===== src/verilog/xfer_shed_pkg.sv =====
// constants, types and register map of the transfer and shed timer
// assumes a 200 MHz system clock and a millisecond time base
`default_nettype none
package xfer_shed_pkg;
  // time base
  localparam int CLK_HZ      = 200_000_000;
  localparam int TICK_HZ     = 1000;
  localparam int TICK_CYCLES = CLK_HZ / TICK_HZ;
  localparam int MS_PER_S    = 1000;
  localparam int MS_PER_MIN  = 60_000;
  // factory delays, in their printed units
  localparam int START_DLY_S   = 3;
  localparam int NE_DLY_S      = 3;
  localparam int EN_DLY_MIN    = 2;
  localparam int LC_DLY_MIN    = 5;
  localparam int ADD_DLY_S     = 60;
  localparam int OL_BASE_S     = 30;
  localparam logic [19:0] START_DLY_MS = 20'(START_DLY_S * MS_PER_S);
  localparam logic [19:0] NE_DLY_MS    = 20'(NE_DLY_S * MS_PER_S);
  localparam logic [19:0] EN_DLY_MS    = 20'(EN_DLY_MIN * MS_PER_MIN);
  localparam logic [19:0] LC_DLY_MS    = 20'(LC_DLY_MIN * MS_PER_MIN);
  localparam logic [19:0] ADD_DLY_MS   = 20'(ADD_DLY_S * MS_PER_S);
  localparam logic [19:0] OL_BASE_MS   = 20'(OL_BASE_S * MS_PER_S);
  // under-frequency table, frequency in units of 0.01 Hz, waits in ms
  localparam logic [15:0] F_NEVER = 16'h170c; // 59.00 Hz
  localparam logic [15:0] F_P1    = 16'h16da; // 58.50 Hz
  localparam logic [15:0] F_P2    = 16'h1644; // 57.00 Hz
  localparam logic [15:0] F_P3    = 16'h15e0; // 56.00 Hz
  localparam logic [15:0] F_P4    = 16'h1518; // 54.00 Hz
  localparam logic [15:0] F_FAST  = 16'h1482; // 52.50 Hz
  localparam logic [19:0] W_P1    = 20'h01518; // 5.4 s
  localparam logic [19:0] W_P2    = 20'h010cc; // 4.3 s
  localparam logic [19:0] W_P3    = 20'h00d48; // 3.4 s
  localparam logic [19:0] W_P4    = 20'h00708; // 1.8 s
  localparam logic [19:0] W_FAST  = 20'h0012c; // 0.3 s
  // register byte offsets
  localparam logic [7:0] ADDR_CTRL   = 8'h00;
  localparam logic [7:0] ADDR_START  = 8'h04;
  localparam logic [7:0] ADDR_NE     = 8'h08;
  localparam logic [7:0] ADDR_EN     = 8'h0c;
  localparam logic [7:0] ADDR_OLBASE = 8'h10;
  localparam logic [7:0] ADDR_STATUS = 8'h14;
  localparam int CTRL_LINK_BIT   = 0;
  localparam int CTRL_UNLOCK_BIT = 1;
  localparam logic [1:0] CTRL_RESET = 2'h0;
  // status layout
  localparam int ST_STATE_LSB = 0;
  localparam int ST_ENGINE    = 3;
  localparam int ST_EMERG     = 4;
  localparam int ST_LOADCTL   = 5;
  localparam int ST_SHED_LSB  = 8;
  localparam int ST_FREQ_LSB  = 16;
  localparam logic [1:0] HTRANS_NONSEQ = 2'h2;
  localparam logic       HRESP_OKAY    = 1'b0;

  typedef enum logic [2:0] {
    ST_NORMAL      = 3'b000,
    ST_START_WAIT  = 3'b001,
    ST_GEN_WAIT    = 3'b010,
    ST_ON_EMERG    = 3'b011,
    ST_RETURN_WAIT = 3'b100
  } xfer_state_t;

  typedef struct packed {
    logic       valid;
    logic       write;
    logic [7:0] addr;
  } bus_phase_t;

  typedef struct packed {
    logic [19:0] start_ms;
    logic [19:0] ne_ms;
    logic [19:0] en_ms;
    logic [19:0] ol_ms;
  } delay_cfg_t;
endpackage
`default_nettype wire


===== src/verilog/xfer_shed_timer.sv =====
// transfer sequencing, load control delay and load shed timing
// assumes synchronous inputs and a single AHB-Lite master
//
// Summary of operation
// - shed wait derived from frequency droop; bigger droop, shorter wait
// - 60 Hz waits 5.4/4.3/3.4/1.8 s at 58.5/57/56/54 Hz
// - no frequency shed above 59 Hz; 0.3 s below 52.5 Hz
// - persisting condition shortens the wait: before each further shed for frequency, every second shed for overload
// - under-frequency shortening steeper than overload shortening
// - transfer delays reset to factory values, writable only when unlocked
// - transfer delays operate only with the transfer switch linked
// - wait 3 s after utility loss before engine start request
// - wait 3 s after emergency available before transfer to emergency
// - wait 2 minutes after utility return before transfer back
// - load control output off for fixed 5 minutes after transfer
// - shed highest priority numbers first, re-add when loading allows
`timescale 1ns/1ps
`default_nettype none
module xfer_shed_timer #(
  parameter int TICK_CYCLES = xfer_shed_pkg::TICK_CYCLES,
  parameter int LOADS       = 6
) (
  input  wire logic              SYS_CLK,
  input  wire logic              RESET,
  input  wire logic              HSEL,
  input  wire logic [31:0]       HADDR,
  input  wire logic [1:0]        HTRANS,
  input  wire logic              HWRITE,
  input  wire logic [2:0]        HSIZE,
  input  wire logic [31:0]       HWDATA,
  input  wire logic              HREADY,
  output logic      [31:0]       HRDATA,
  output logic                   HREADYOUT,
  output logic                   HRESP,
  input  wire logic              UTIL_OK,
  input  wire logic              GEN_OK,
  input  wire logic [15:0]       GEN_FREQ,
  input  wire logic              OVERLOAD,
  output logic                   ENGINE_START,
  output logic                   XFER_EMERG,
  output logic                   LOAD_CTRL,
  output logic      [LOADS-1:0]  SHED
);
  xfer_shed_pkg::bus_phase_t  ph_q;
  xfer_shed_pkg::delay_cfg_t  cfg_q;
  xfer_shed_pkg::xfer_state_t state_q;
  xfer_shed_pkg::xfer_state_t state_d;
  logic [1:0]  ctrl_q;
  logic [31:0] hrdata_q;
  logic [31:0] rd_val;
  logic [31:0] status;
  logic [31:0] pre_q;
  logic        tick;
  logic [19:0] seq_cnt_q;
  logic [19:0] seq_lim;
  logic        seq_run;
  logic [19:0] lc_cnt_q;
  logic        lc_done_q;
  logic        engine_q;
  logic        emerg_q;
  logic        load_ctrl_q;
  logic [19:0] shed_cnt_q;
  logic [19:0] add_cnt_q;
  logic [3:0]  shed_num_q;
  logic [19:0] shed_wait;
  logic        uf_act;
  logic        cond;
  logic        linked;
  logic        addr_phase;

  // under-frequency base wait by droop band
  function automatic logic [19:0] uf_wait(input logic [15:0] f);
    if (f < xfer_shed_pkg::F_FAST)
      uf_wait = xfer_shed_pkg::W_FAST;
    else if (f <= xfer_shed_pkg::F_P4)
      uf_wait = xfer_shed_pkg::W_P4;
    else if (f <= xfer_shed_pkg::F_P3)
      uf_wait = xfer_shed_pkg::W_P3;
    else if (f <= xfer_shed_pkg::F_P2)
      uf_wait = xfer_shed_pkg::W_P2;
    else
      uf_wait = xfer_shed_pkg::W_P1;
  endfunction

  function automatic logic engine_on(input xfer_shed_pkg::xfer_state_t s);
    engine_on = (s == xfer_shed_pkg::ST_GEN_WAIT) ||
                (s == xfer_shed_pkg::ST_ON_EMERG) ||
                (s == xfer_shed_pkg::ST_RETURN_WAIT);
  endfunction

  function automatic logic on_emerg(input xfer_shed_pkg::xfer_state_t s);
    on_emerg = (s == xfer_shed_pkg::ST_ON_EMERG) ||
               (s == xfer_shed_pkg::ST_RETURN_WAIT);
  endfunction

  // bus slave: zero wait, always okay
  assign HREADYOUT  = 1'b1;
  assign HRESP      = xfer_shed_pkg::HRESP_OKAY;
  assign HRDATA     = hrdata_q;
  assign addr_phase = HSEL && HREADY &&
                      (HTRANS == xfer_shed_pkg::HTRANS_NONSEQ);
  assign linked     = ctrl_q[xfer_shed_pkg::CTRL_LINK_BIT];

  always_ff @(posedge SYS_CLK or posedge RESET)
  begin
    if (RESET)
      ph_q <= '0;
    else if (HREADY)
      ph_q <= '{valid: addr_phase, write: HWRITE, addr: HADDR[7:0]};
  end

  always_comb
  begin
    status = '0;
    status[xfer_shed_pkg::ST_STATE_LSB +: 3] = state_q;
    status[xfer_shed_pkg::ST_ENGINE]  = engine_q;
    status[xfer_shed_pkg::ST_EMERG]   = emerg_q;
    status[xfer_shed_pkg::ST_LOADCTL] = load_ctrl_q;
    status[xfer_shed_pkg::ST_SHED_LSB +: 4]  = shed_num_q;
    status[xfer_shed_pkg::ST_FREQ_LSB +: 16] = GEN_FREQ;
  end

  always_comb
  begin
    case (HADDR[7:0])
      xfer_shed_pkg::ADDR_CTRL:   rd_val = {30'h0, ctrl_q};
      xfer_shed_pkg::ADDR_START:  rd_val = {12'h0, cfg_q.start_ms};
      xfer_shed_pkg::ADDR_NE:     rd_val = {12'h0, cfg_q.ne_ms};
      xfer_shed_pkg::ADDR_EN:     rd_val = {12'h0, cfg_q.en_ms};
      xfer_shed_pkg::ADDR_OLBASE: rd_val = {12'h0, cfg_q.ol_ms};
      xfer_shed_pkg::ADDR_STATUS: rd_val = status;
      default:                    rd_val = 32'h0;
    endcase
  end

  // read data sampled in the address phase
  always_ff @(posedge SYS_CLK or posedge RESET)
  begin
    if (RESET)
      hrdata_q <= 32'h0;
    else if (addr_phase && !HWRITE)
      hrdata_q <= rd_val;
  end

  always_ff @(posedge SYS_CLK or posedge RESET)
  begin
    if (RESET)
      ctrl_q <= xfer_shed_pkg::CTRL_RESET;
    else if (ph_q.valid && ph_q.write &&
             ph_q.addr == xfer_shed_pkg::ADDR_CTRL)
      ctrl_q <= HWDATA[1:0];
  end

  always_ff @(posedge SYS_CLK or posedge RESET)
  begin
    if (RESET)
    begin
      cfg_q.start_ms <= xfer_shed_pkg::START_DLY_MS;
      cfg_q.ne_ms    <= xfer_shed_pkg::NE_DLY_MS;
      cfg_q.en_ms    <= xfer_shed_pkg::EN_DLY_MS;
      cfg_q.ol_ms    <= xfer_shed_pkg::OL_BASE_MS;
    end
    else if (ph_q.valid && ph_q.write &&
             ctrl_q[xfer_shed_pkg::CTRL_UNLOCK_BIT])
    begin
      case (ph_q.addr)
        xfer_shed_pkg::ADDR_START:  cfg_q.start_ms <= HWDATA[19:0];
        xfer_shed_pkg::ADDR_NE:     cfg_q.ne_ms    <= HWDATA[19:0];
        xfer_shed_pkg::ADDR_EN:     cfg_q.en_ms    <= HWDATA[19:0];
        xfer_shed_pkg::ADDR_OLBASE: cfg_q.ol_ms    <= HWDATA[19:0];
        default:                    cfg_q          <= cfg_q;
      endcase
    end
  end

  // millisecond time base; long count, shorten for simulation
  assign tick = (pre_q == 32'(TICK_CYCLES - 1));

  always_ff @(posedge SYS_CLK or posedge RESET)
  begin
    if (RESET)
      pre_q <= 32'h0;
    else if (tick)
      pre_q <= 32'h0;
    else
      pre_q <= pre_q + 32'h1;
  end

  // transfer sequence
  always_comb
  begin
    state_d = state_q;
    seq_run = 1'b0;
    seq_lim = 20'h0;
    case (state_q)
      xfer_shed_pkg::ST_NORMAL:
        if (linked && !UTIL_OK)
          state_d = xfer_shed_pkg::ST_START_WAIT;
      xfer_shed_pkg::ST_START_WAIT:
      begin
        seq_run = 1'b1;
        seq_lim = cfg_q.start_ms;
        if (UTIL_OK)
          state_d = xfer_shed_pkg::ST_NORMAL;
        else if (seq_cnt_q >= seq_lim)
          state_d = xfer_shed_pkg::ST_GEN_WAIT;
      end
      xfer_shed_pkg::ST_GEN_WAIT:
      begin
        seq_run = GEN_OK;
        seq_lim = cfg_q.ne_ms;
        if (UTIL_OK)
          state_d = xfer_shed_pkg::ST_NORMAL;
        else if (GEN_OK && seq_cnt_q >= seq_lim)
          state_d = xfer_shed_pkg::ST_ON_EMERG;
      end
      xfer_shed_pkg::ST_ON_EMERG:
        if (UTIL_OK)
          state_d = xfer_shed_pkg::ST_RETURN_WAIT;
      xfer_shed_pkg::ST_RETURN_WAIT:
      begin
        seq_run = 1'b1;
        seq_lim = cfg_q.en_ms;
        if (!UTIL_OK)
          state_d = xfer_shed_pkg::ST_ON_EMERG;
        else if (seq_cnt_q >= seq_lim)
          state_d = xfer_shed_pkg::ST_NORMAL;
      end
      default:
        state_d = xfer_shed_pkg::ST_NORMAL;
    endcase
    if (!linked)
      state_d = xfer_shed_pkg::ST_NORMAL;
  end

  always_ff @(posedge SYS_CLK or posedge RESET)
  begin
    if (RESET)
      state_q <= xfer_shed_pkg::ST_NORMAL;
    else
      state_q <= state_d;
  end

  always_ff @(posedge SYS_CLK or posedge RESET)
  begin
    if (RESET)
      seq_cnt_q <= 20'h0;
    else if (state_d != state_q || !seq_run)
      seq_cnt_q <= 20'h0;
    else if (tick && seq_cnt_q < seq_lim)
      seq_cnt_q <= seq_cnt_q + 20'h1;
  end

  always_ff @(posedge SYS_CLK or posedge RESET)
  begin
    if (RESET)
    begin
      engine_q <= 1'b0;
      emerg_q  <= 1'b0;
    end
    else
    begin
      engine_q <= engine_on(state_d);
      emerg_q  <= on_emerg(state_d);
    end
  end

  always_ff @(posedge SYS_CLK or posedge RESET)
  begin
    if (RESET)
    begin
      lc_cnt_q  <= 20'h0;
      lc_done_q <= 1'b0;
    end
    else if (!on_emerg(state_q))
    begin
      lc_cnt_q  <= 20'h0;
      lc_done_q <= 1'b0;
    end
    else if (lc_cnt_q >= xfer_shed_pkg::LC_DLY_MS)
      lc_done_q <= 1'b1;
    else if (tick)
      lc_cnt_q <= lc_cnt_q + 20'h1;
  end

  always_ff @(posedge SYS_CLK or posedge RESET)
  begin
    if (RESET)
      load_ctrl_q <= 1'b0;
    else
      load_ctrl_q <= on_emerg(state_q) ? lc_done_q : 1'b1;
  end

  // never shed for frequency at or above 59 Hz
  assign uf_act = emerg_q && (GEN_FREQ < xfer_shed_pkg::F_NEVER);
  assign cond   = uf_act || (emerg_q && OVERLOAD);

  // droop, or ol_ms when only overload holds, sets the base wait; shift per shed
  always_comb
  begin
    // halve per shed for frequency, every second shed for load
    if (uf_act)
      shed_wait = uf_wait(GEN_FREQ) >> shed_num_q;
    else
      shed_wait = cfg_q.ol_ms >> shed_num_q[3:1];
    if (shed_wait == 20'h0)
      shed_wait = 20'h1;
  end

  // timer resets once condition clears; acceleration eases only as loads are re-added
  always_ff @(posedge SYS_CLK or posedge RESET)
  begin
    if (RESET)
      shed_cnt_q <= 20'h0;
    else if (!cond || shed_cnt_q >= shed_wait)
      shed_cnt_q <= 20'h0;
    else if (tick)
      shed_cnt_q <= shed_cnt_q + 20'h1;
  end

  always_ff @(posedge SYS_CLK or posedge RESET)
  begin
    if (RESET)
      add_cnt_q <= 20'h0;
    else if (cond || shed_num_q == 4'h0 ||
             add_cnt_q >= xfer_shed_pkg::ADD_DLY_MS)
      add_cnt_q <= 20'h0;
    else if (tick)
      add_cnt_q <= add_cnt_q + 20'h1;
  end

  // shed count grows on expiry, shrinks after quiet period
  always_ff @(posedge SYS_CLK or posedge RESET)
  begin
    if (RESET)
      shed_num_q <= 4'h0;
    else if (!emerg_q)
      shed_num_q <= 4'h0;
    else if (cond && shed_cnt_q >= shed_wait && shed_num_q < 4'(LOADS))
      shed_num_q <= shed_num_q + 4'h1;
    else if (!cond && add_cnt_q >= xfer_shed_pkg::ADD_DLY_MS &&
             shed_num_q != 4'h0)
      shed_num_q <= shed_num_q - 4'h1;
  end

  // larger index, lower priority, shed first
  for (genvar i = 0; i < LOADS; i++)
  begin : g_shed
    always_ff @(posedge SYS_CLK or posedge RESET)
    begin
      if (RESET)
        SHED[i] <= 1'b0;
      else
        SHED[i] <= (5'(i) + 5'(shed_num_q)) >= 5'(LOADS);
    end
  end

  assign ENGINE_START = engine_q;
  assign XFER_EMERG   = emerg_q;
  assign LOAD_CTRL    = load_ctrl_q;
endmodule // xfer_shed_timer
`default_nettype wire

===== config.mk =====
export PLATFORM = sky130hd
export DESIGN_NAME = xfer_shed_timer
export DESIGN_NICKNAME = d
export VERILOG_FILES = /design/src/verilog/xfer_shed_pkg.sv /design/src/verilog/xfer_shed_timer.sv
export SDC_FILE = /design/constraint.sdc
export NUM_CORES = 1
export LEC_CHECK = 0
export ABC_AREA = 1
export ABC_CLOCK_PERIOD_IN_PS = 10450
export BUFFER_PORTS_ARGS = -buffer_cell sky130_fd_sc_hd__buf_2
export CORE_MARGIN = 2
export CORE_UTILIZATION = 45
export DETAILED_ROUTE_END_ITERATION = 10
export RECOVER_POWER = 25
export SYNTH_ARGS = -nofsm -noshare
export SYNTH_HDL_FRONTEND = slang
export SYNTH_SLANG_ARGS = --single-unit

===== constraint.sdc =====
create_clock -name SYS_CLK -period 10.45 [get_ports SYS_CLK]
set_input_delay 1.045 -clock SYS_CLK [delete_from_list [all_inputs] [get_ports SYS_CLK]]
set_output_delay 1.045 -clock SYS_CLK [all_outputs]
set_load 0.02 [all_outputs]

==> flow_metrics.env, run 1 <==
export IMPL_outcome="finished with violations"
export IMPL_violations="max-capacitance violations, max-slew violations"
export IMPL_ys_flop_type="dfrtp_1"
export IMPL_p_clk_frac=0.504
export IMPL_vias_per_cell=5.492
export IMPL_drc=0
export IMPL_ys_warn_count=0
export IMPL_final_util=0.5114
export IMPL_crit_path_end_kind="flip-flop"
export IMPL_cts_buffers=30
export IMPL_io_buffers=94
export IMPL_synth_most_common_cell="nand2_1"
export IMPL_hold_end="pre_q[0]"
export IMPL_antenna_left=0
export IMPL_nets=2561
export IMPL_crit_family="simple AND/OR/NAND/NOR gates"
export IMPL_min_period_ns=4.981
export IMPL_synth_cells=2282
export IMPL_synth_edf_count=0
export IMPL_netlist_area_um2=16700
export IMPL_grt_ovfl_total=0
export IMPL_clockBufferDepth=3
export IMPL_crit_buf_inv=5
export IMPL_peakVddDrop_uv=103.1
export IMPL_p_leak_nw=9.916
export IMPL_grt_max_degree=114
export IMPL_synthArstFlopShare=1.000
export IMPL_worstPathArrival_ns=5.44
export IMPL_min_path_type="reg -> reg"
export IMPL_slowest_stage="clkinv_1"
export IMPL_antenna_found_initial=1
export IMPL_drv_cap=2
export IMPL_tns_ns=0
export IMPL_hold_viol=0
export IMPL_rsz0062_at_grt="false"
export IMPL_worstSkewPairLatency_ns=0.58
export IMPL_pwr_density_cell_nw_per_um2=127.8
export IMPL_drive_above_1_share=0.09798
export IMPL_relSlewSlack=-2.488
export IMPL_clkTransAtPathRegs_ns=0.06
export IMPL_min_period_over_period=0.4766
export IMPL_die_w_um=196.6
export IMPL_drt_first_pass_iters=6
export IMPL_grt_pass1_vias=14850
export IMPL_first_iter_violations=1151
export IMPL_worstSetupPathType="in -> reg"
export IMPL_critPathMaxFanout=22
export IMPL_fin_worst_skew_ns=0.01456
export IMPL_dp_hpwl_mm=36.36
export IMPL_ios=136
export IMPL_coreArea_um2=36610
export IMPL_post_cts_buffers=0
export IMPL_seq_area_frac_synth=0.3812
export IMPL_worstMarginPinSlew_ns=5.204
export IMPL_p_int_mw=1.827
export IMPL_synth_distinct_cells=63
export IMPL_drv_slew=155
export IMPL_clock_fmax_mhz=200.8
export IMPL_routedWlPerCell_um=17.10
export IMPL_syn_mean_instance_area_um2=7.318
export IMPL_area_growth_pct=12.11
export IMPL_grt_pass1_wl_mm=78.77
export IMPL_ctsResizeCount=0
export IMPL_initial_core_util=0.4562
export IMPL_final_setup_viol_count=0
export IMPL_grt_usage=0.2532
export IMPL_netlist_area_leader_share=0.3372
export IMPL_cp_common_cell="nand2_1"
export IMPL_switching_share=0.2362
export IMPL_cts_root_buf="clkbuf_16"
export IMPL_synthTopCellsByArea="dfrtp_1 (34%), nand2_1 (12%), ha_1 (8.5%)"
export IMPL_cts_tree="built"
export IMPL_r2r_start="shed_num_q[2]"
export IMPL_slowest_delay_ns=0.63
export IMPL_r2r_slack_ns=5.53
export IMPL_dr_total_vias=15630
export IMPL_cts_max_level=1
export IMPL_hold_depth=1
export IMPL_rr_endpoint="shed_cnt_q[16]"
export IMPL_dieArea_um2=38670
export IMPL_die_h_um=196.6
export IMPL_r2r_cells=24
export IMPL_num_rows=70
export IMPL_cts_hold_buffers=0
export IMPL_crit_chain="buf_2, inv_1, nand2_1, nor2_4, nand3_1, nand2_1, inv_2, a2111oi_0, a21oi_1, nor2_1, nand3_1, nand2_1, ha_1, inv_1, a21oi_1, o21ai_0, nand4_1, nand4_1, nor2_1, clkinv_1, o31ai_1"
export IMPL_synth_common_cells="nand2_1 (526), inv_1 (312), dfrtp_1 (225), o21ai_0 (206), nor2_1 (205)"
export IMPL_n_antenna_cell=0
export IMPL_pre_cts_ws_ns=4.966
export IMPL_timing_final_ws_setup_ns=5.469
export IMPL_startpoint_type="primary input"
export IMPL_ys_seq_elements=253
export IMPL_power_switching_uw=564.9
export IMPL_combPwrFrac=0.069
export IMPL_hold_start="pre_q[0]"
export IMPL_synth_top_area_cell="dfrtp_1"
export IMPL_gp_congestion=0.8732
export IMPL_cts_sinks=253
export IMPL_power_frac_seq=0.427
export IMPL_cp_required_ns=10.91
export IMPL_wirelength_mm=48.66
## flip-flops by register name, indices dropped and copies added (netlist names)
| name | count |
|---|---|
| shed_num_q | 4 |
| ph_q | 10 |
| add_cnt_q | 20 |
| HRDATA | 32 |
| ctrl_q | 2 |
| lc_done_q | 1 |
| shed_cnt_q | 20 |
| state_q | 3 |
| LOAD_CTRL | 1 |
| seq_cnt_q | 20 |
| ENGINE_START | 1 |
| pre_q | 32 |
| SHED | 6 |
| XFER_EMERG | 1 |
| cfg_q | 80 |
| lc_cnt_q | 20 |
## worst max-delay path by stage
stage | slack, ns | to | cells past startpoint | startpoint
final | 5.47 | shed_cnt_q[16] | 21 | GEN_FREQ[13]
after global routing | 4.90 | shed_cnt_q[10] | 24 | shed_num_q[2]
after CTS | 5.56 | shed_cnt_q[19] | 21 | GEN_FREQ[13]
after detailed placement | 4.97 | shed_cnt_q[19] | 21 | GEN_FREQ[13]
after global placement | 5.05 | shed_cnt_q[16] | 25 | GEN_FREQ[11]
after floorplan | 2.49 | ENGINE_START | 1 | RESET
## logic make-up (layout without fill, tap and decap cells)
family          Yosys count  in the layout  synth area share
simple gates           1051           1051            0.2760
buf+inv                 394            486           0.09043
xor+xnor                 23             23           0.01206
mux                       6              6          0.003821
compound gates          439            439            0.1501
other cells               2              6         0.0004497
fa+ha+maj               114            114           0.08586
flops                   253            253            0.3812
## layout make-up
class | count | area, um2
fillers | 3629 | 17890
multi-input cells | 1639 | 8843
flip-flops and latches | 253 | 6366
inverters | 322 | 1210
clock buffers | 42 | 867.1
well taps | 468 | 585.6
repair buffers | 108 | 570.5
clock inverters | 14 | 279.0
## per-layer routing
layer / track usage / vias to the layer above / wire length [um]
met5: 0 / - / 0
met1: 0.3455 / 7379 / 22380
met2: 0.4133 / 386 / 22060
li1: - / 7767 / -
met4: 0.07881 / 0 / 1615
met3: 0.04175 / 99 / 2603
## power by group through the flow
stage | clock network [mW] | logic, mW | registers, mW
after global placement | 0 | 0.162 | 1.04
after global routing | 1.26 | 0.190 | 1.02
after floorplan | 0 | 0.107 | 1.03
after CTS | 1.23 | 0.166 | 1.02
final | 1.21 | 0.164 | 1.02
after detailed placement | 0 | 0.165 | 1.04
## metrics by stage
stage	area [um2]	std cells	power, mW	hold slack, ns
floorplan	16710	2286	1.142	0.4251
global placement	17590	2790	1.199	0.4422
detailed placement	17590	2790	1.204	0.4519
CTS	18740	2846	2.418	0.4604
global route	18720	2846	2.480	0.4808
finish	18720	2846	2.392	0.4521
## placed cells by master, fill, tap and decap left out, drive strengths merged, types with 67 or more instances in the layout
master  netlist  routed
a21oi       107     107
buf          18     106
dfrtp       225     225
ha          113     113
inv         318     317
nand2       528     528
nand3       131     131
nor2        211     211
nor3         67      67
o21ai       211     211
No activity file was read; power rests on OpenSTA's default activity.
==> inputs of run 2 (changes only) <==
--- a/config.mk
+++ b/config.mk
@@ -6,11 +6,12 @@
 export NUM_CORES = 1
 export LEC_CHECK = 0
 export ABC_AREA = 1
-export ABC_CLOCK_PERIOD_IN_PS = 10450
+export ABC_CLOCK_PERIOD_IN_PS = 4300
 export BUFFER_PORTS_ARGS = -buffer_cell sky130_fd_sc_hd__buf_2
 export CORE_MARGIN = 2
 export CORE_UTILIZATION = 45
 export DETAILED_ROUTE_END_ITERATION = 10
+export PLACE_DENSITY = 0.65
 export RECOVER_POWER = 25
 export SYNTH_ARGS = -nofsm -noshare
 export SYNTH_HDL_FRONTEND = slang
==> constraint.sdc (replaced) <==
create_clock -name SYS_CLK -period 4.3 [get_ports SYS_CLK]
set_input_delay 0.43 -clock SYS_CLK [delete_from_list [all_inputs] [get_ports SYS_CLK]]
set_output_delay 0.43 -clock SYS_CLK [all_outputs]
set_load 0.02 [all_outputs]
==> run 2 against run 1 <==
  * The run still ends with max-capacitance violations, max-slew violations left
  * Critical path depth is 8 higher
  * Wire length is 1.3% higher
  * Via count is 1.2% higher
  * Worst setup slack worse by 4.9 ns
  * Count of clock-buffer cells in the layout is 3 lower
  * Global-route usage is 0.38 points higher
  * Critical path type is now reg -> reg
==> flow_metrics.env, run 2 (synthesis results as in run 1) <==
export IMPL_startpoint_type="flip-flop"
export IMPL_dieArea_um2=38670
export IMPL_mostFrequentLayoutCells="nand2_1 (525), inv_1 (311), dfrtp_1 (224)"
export IMPL_hold_viol=0
export IMPL_initial_core_util=0.4562
export IMPL_largest_register_ffs=80
export IMPL_peakVddDrop_uv=286.7
export IMPL_layout_commonest_cell="nand2_1"
export IMPL_first_iter_violations=1155
export IMPL_grt_ovfl_total=0
export IMPL_drv_cap=3
export IMPL_drc=0
export IMPL_cts_root_buf="clkbuf_16"
export IMPL_clockBufferDepth=3
export IMPL_io_buffers=94
export IMPL_worstSkewPairLatency_ns=0.58
export IMPL_num_rows=70
export IMPL_outcome="finished with violations"
export IMPL_area_growth_pct=12.66
export IMPL_hold_start="HADDR[1]"
export IMPL_top_register="cfg_q"
export IMPL_dr_total_vias=15830
export IMPL_grt_usage=0.2570
export IMPL_final_util=0.5139
export IMPL_grt_max_degree=71
export IMPL_die_h_um=196.6
export IMPL_antenna_found_initial=0
export IMPL_vias_per_cell=5.501
export IMPL_slowest_stage="dfrtp_2"
export IMPL_slowest_delay_ns=0.40
export IMPL_cts_max_level=1
export IMPL_antenna_left=0
export IMPL_fin_hold_ws_ns=0.1057
export IMPL_relSlewSlack=-0.1371
export IMPL_grt_pass1_wl_mm=79.89
export IMPL_min_period_ns=3.764
export IMPL_min_path_type="in -> reg"
export IMPL_grt_pass1_vias=15120
export IMPL_pwr_density_cell_nw_per_um2=288.7
export IMPL_r2r_cells=29
export IMPL_clock_fmax_mhz=265.7
export IMPL_fillers=3587
export IMPL_total_power_mw=5.432
export IMPL_gp_congestion=0.9481
export IMPL_critPathMaxFanout=9
export IMPL_worstSetupPathType="reg -> reg"
export IMPL_cp_required_ns=4.74
export IMPL_hold_depth=3
export IMPL_violations="max-capacitance violations, max-slew violations"
export IMPL_drv_slew=204
export IMPL_cts_sinks=253
export IMPL_crit_path_end_kind="flip-flop"
export IMPL_wirelength_mm=49.27
export IMPL_min_period_over_period=0.8753
export IMPL_cp_common_cell="nand2_1"
export IMPL_rsz0062_at_grt="false"
export IMPL_r2r_slack_ns=0.54
export IMPL_rr_endpoint="shed_num_q[3]"
export IMPL_routedWlPerCell_um=17.13
export IMPL_cts_tree="built"
export IMPL_worstMarginPinSlew_ns=1.706
export IMPL_final_setup_viol_count=0
export IMPL_dp_hpwl_mm=37.64
export IMPL_drt_first_pass_iters=6
export IMPL_drive_above_1_share=0.1129
export IMPL_r2r_start="shed_num_q[1]"
export IMPL_p_leak_nw=9.996
export IMPL_tns_ns=0
export IMPL_n_antenna_cell=0
export IMPL_fin_worst_skew_ns=0.01880
export IMPL_hold_end="ph_q[1]"
export IMPL_ios=136
export IMPL_nets=2594
export IMPL_worstPathArrival_ns=4.20
export IMPL_cts_buffers=29
export IMPL_clkTransAtPathRegs_ns=0.06
export IMPL_coreArea_um2=36610
export IMPL_die_w_um=196.6
-- run 2: changes by cell type in the layout (fill, tap and decap cells not counted), sizes merged --
cell         before  now
clkbuf           44   43
clkinvlp          3    4
bufinv            8    2
buf             106  137
dlygate4sd3       0    1
clkinv            8   10
inv             317  320
-- run 2: power by group --
group / leakage [nW] / total [mW] / switching (mW) / internal, mW
Sequential: 3.11 / 2.48 / 0.0431 / 2.44
Combinational: 6.41 / 0.411 / 0.286 / 0.125
Clock: 0.476 / 2.54 / 1.07 / 1.47
Total: 10.0 / 5.43 / 1.40 / 4.03
-- run 2: how the worst max path moves through the flow --
stage                             start       endpoint  slack [ns]  cells past startpoint
after floorplan                   RESET   ENGINE_START        0.56                      1
after global placement      GEN_FREQ[9]  shed_num_q[3]        0.03                     27
after detailed placement    GEN_FREQ[9]  shed_num_q[3]        0.05                     27
after CTS                 shed_num_q[1]  shed_num_q[3]        0.25                     27
after global routing      shed_num_q[1]  shed_num_q[3]        0.09                     29
final                     shed_num_q[1]  shed_num_q[3]        0.54                     29
-- run 2: timing repair --
item | 4_1_cts | 5_1_grt
endpoints found under the setup margin | 0 | 2
hold buffers | 1 | 0
buffers inserted | 0 | 2
hold endpoints to repair | 23 | 0
resized for setup | 0 | 12
-- run 2: critical path: cells and delay by family (launching register included) --
family | cells | cell delay (ns)
AO/OA/AOI/OAI | 6 | 0.64
XOR/XNOR | 1 | 0.18
adder cells (fa/ha/maj) | 2 | 0.42
buffers and inverters | 2 | 0.22
flip-flops | 1 | 0.40
AND/OR/NAND/NOR | 18 | 1.76
-- run 2: routing by layer --
metal,part of all wire,vias up,GRT usage
met3,0.043,82,0.03234
li1,-,7833,-
met4,0.030,0,0.08131
met5,0,-,0
met2,0.46,363,0.4221
met1,0.46,7548,0.3547
-- run 2: layout make-up --
type                            instances  area (um2)  area share
Timing Repair Buffer                  142       824.5     0.04383
Inverter                              322        1216     0.06464
Sequential cell                       253        6367      0.3384
Multi-Input combinational cell       1639        8855      0.4706
Clock inverter                         14       142.6    0.007581
Tap cell                              468       585.6     0.03112
Clock buffer                           39       823.3     0.04376
-- run 2: metrics by stage --
step	worst slack (ns)	instance area [um2]	instances
6_report	0.5363	18810	2877
5_1_grt	0.09390	18810	2877
4_1_cts	0.2508	18830	2875
3_5_place_dp	0.04795	17850	2821
3_3_place_gp	0.03470	17850	2821
2_1_floorplan	0.5632	16720	2286
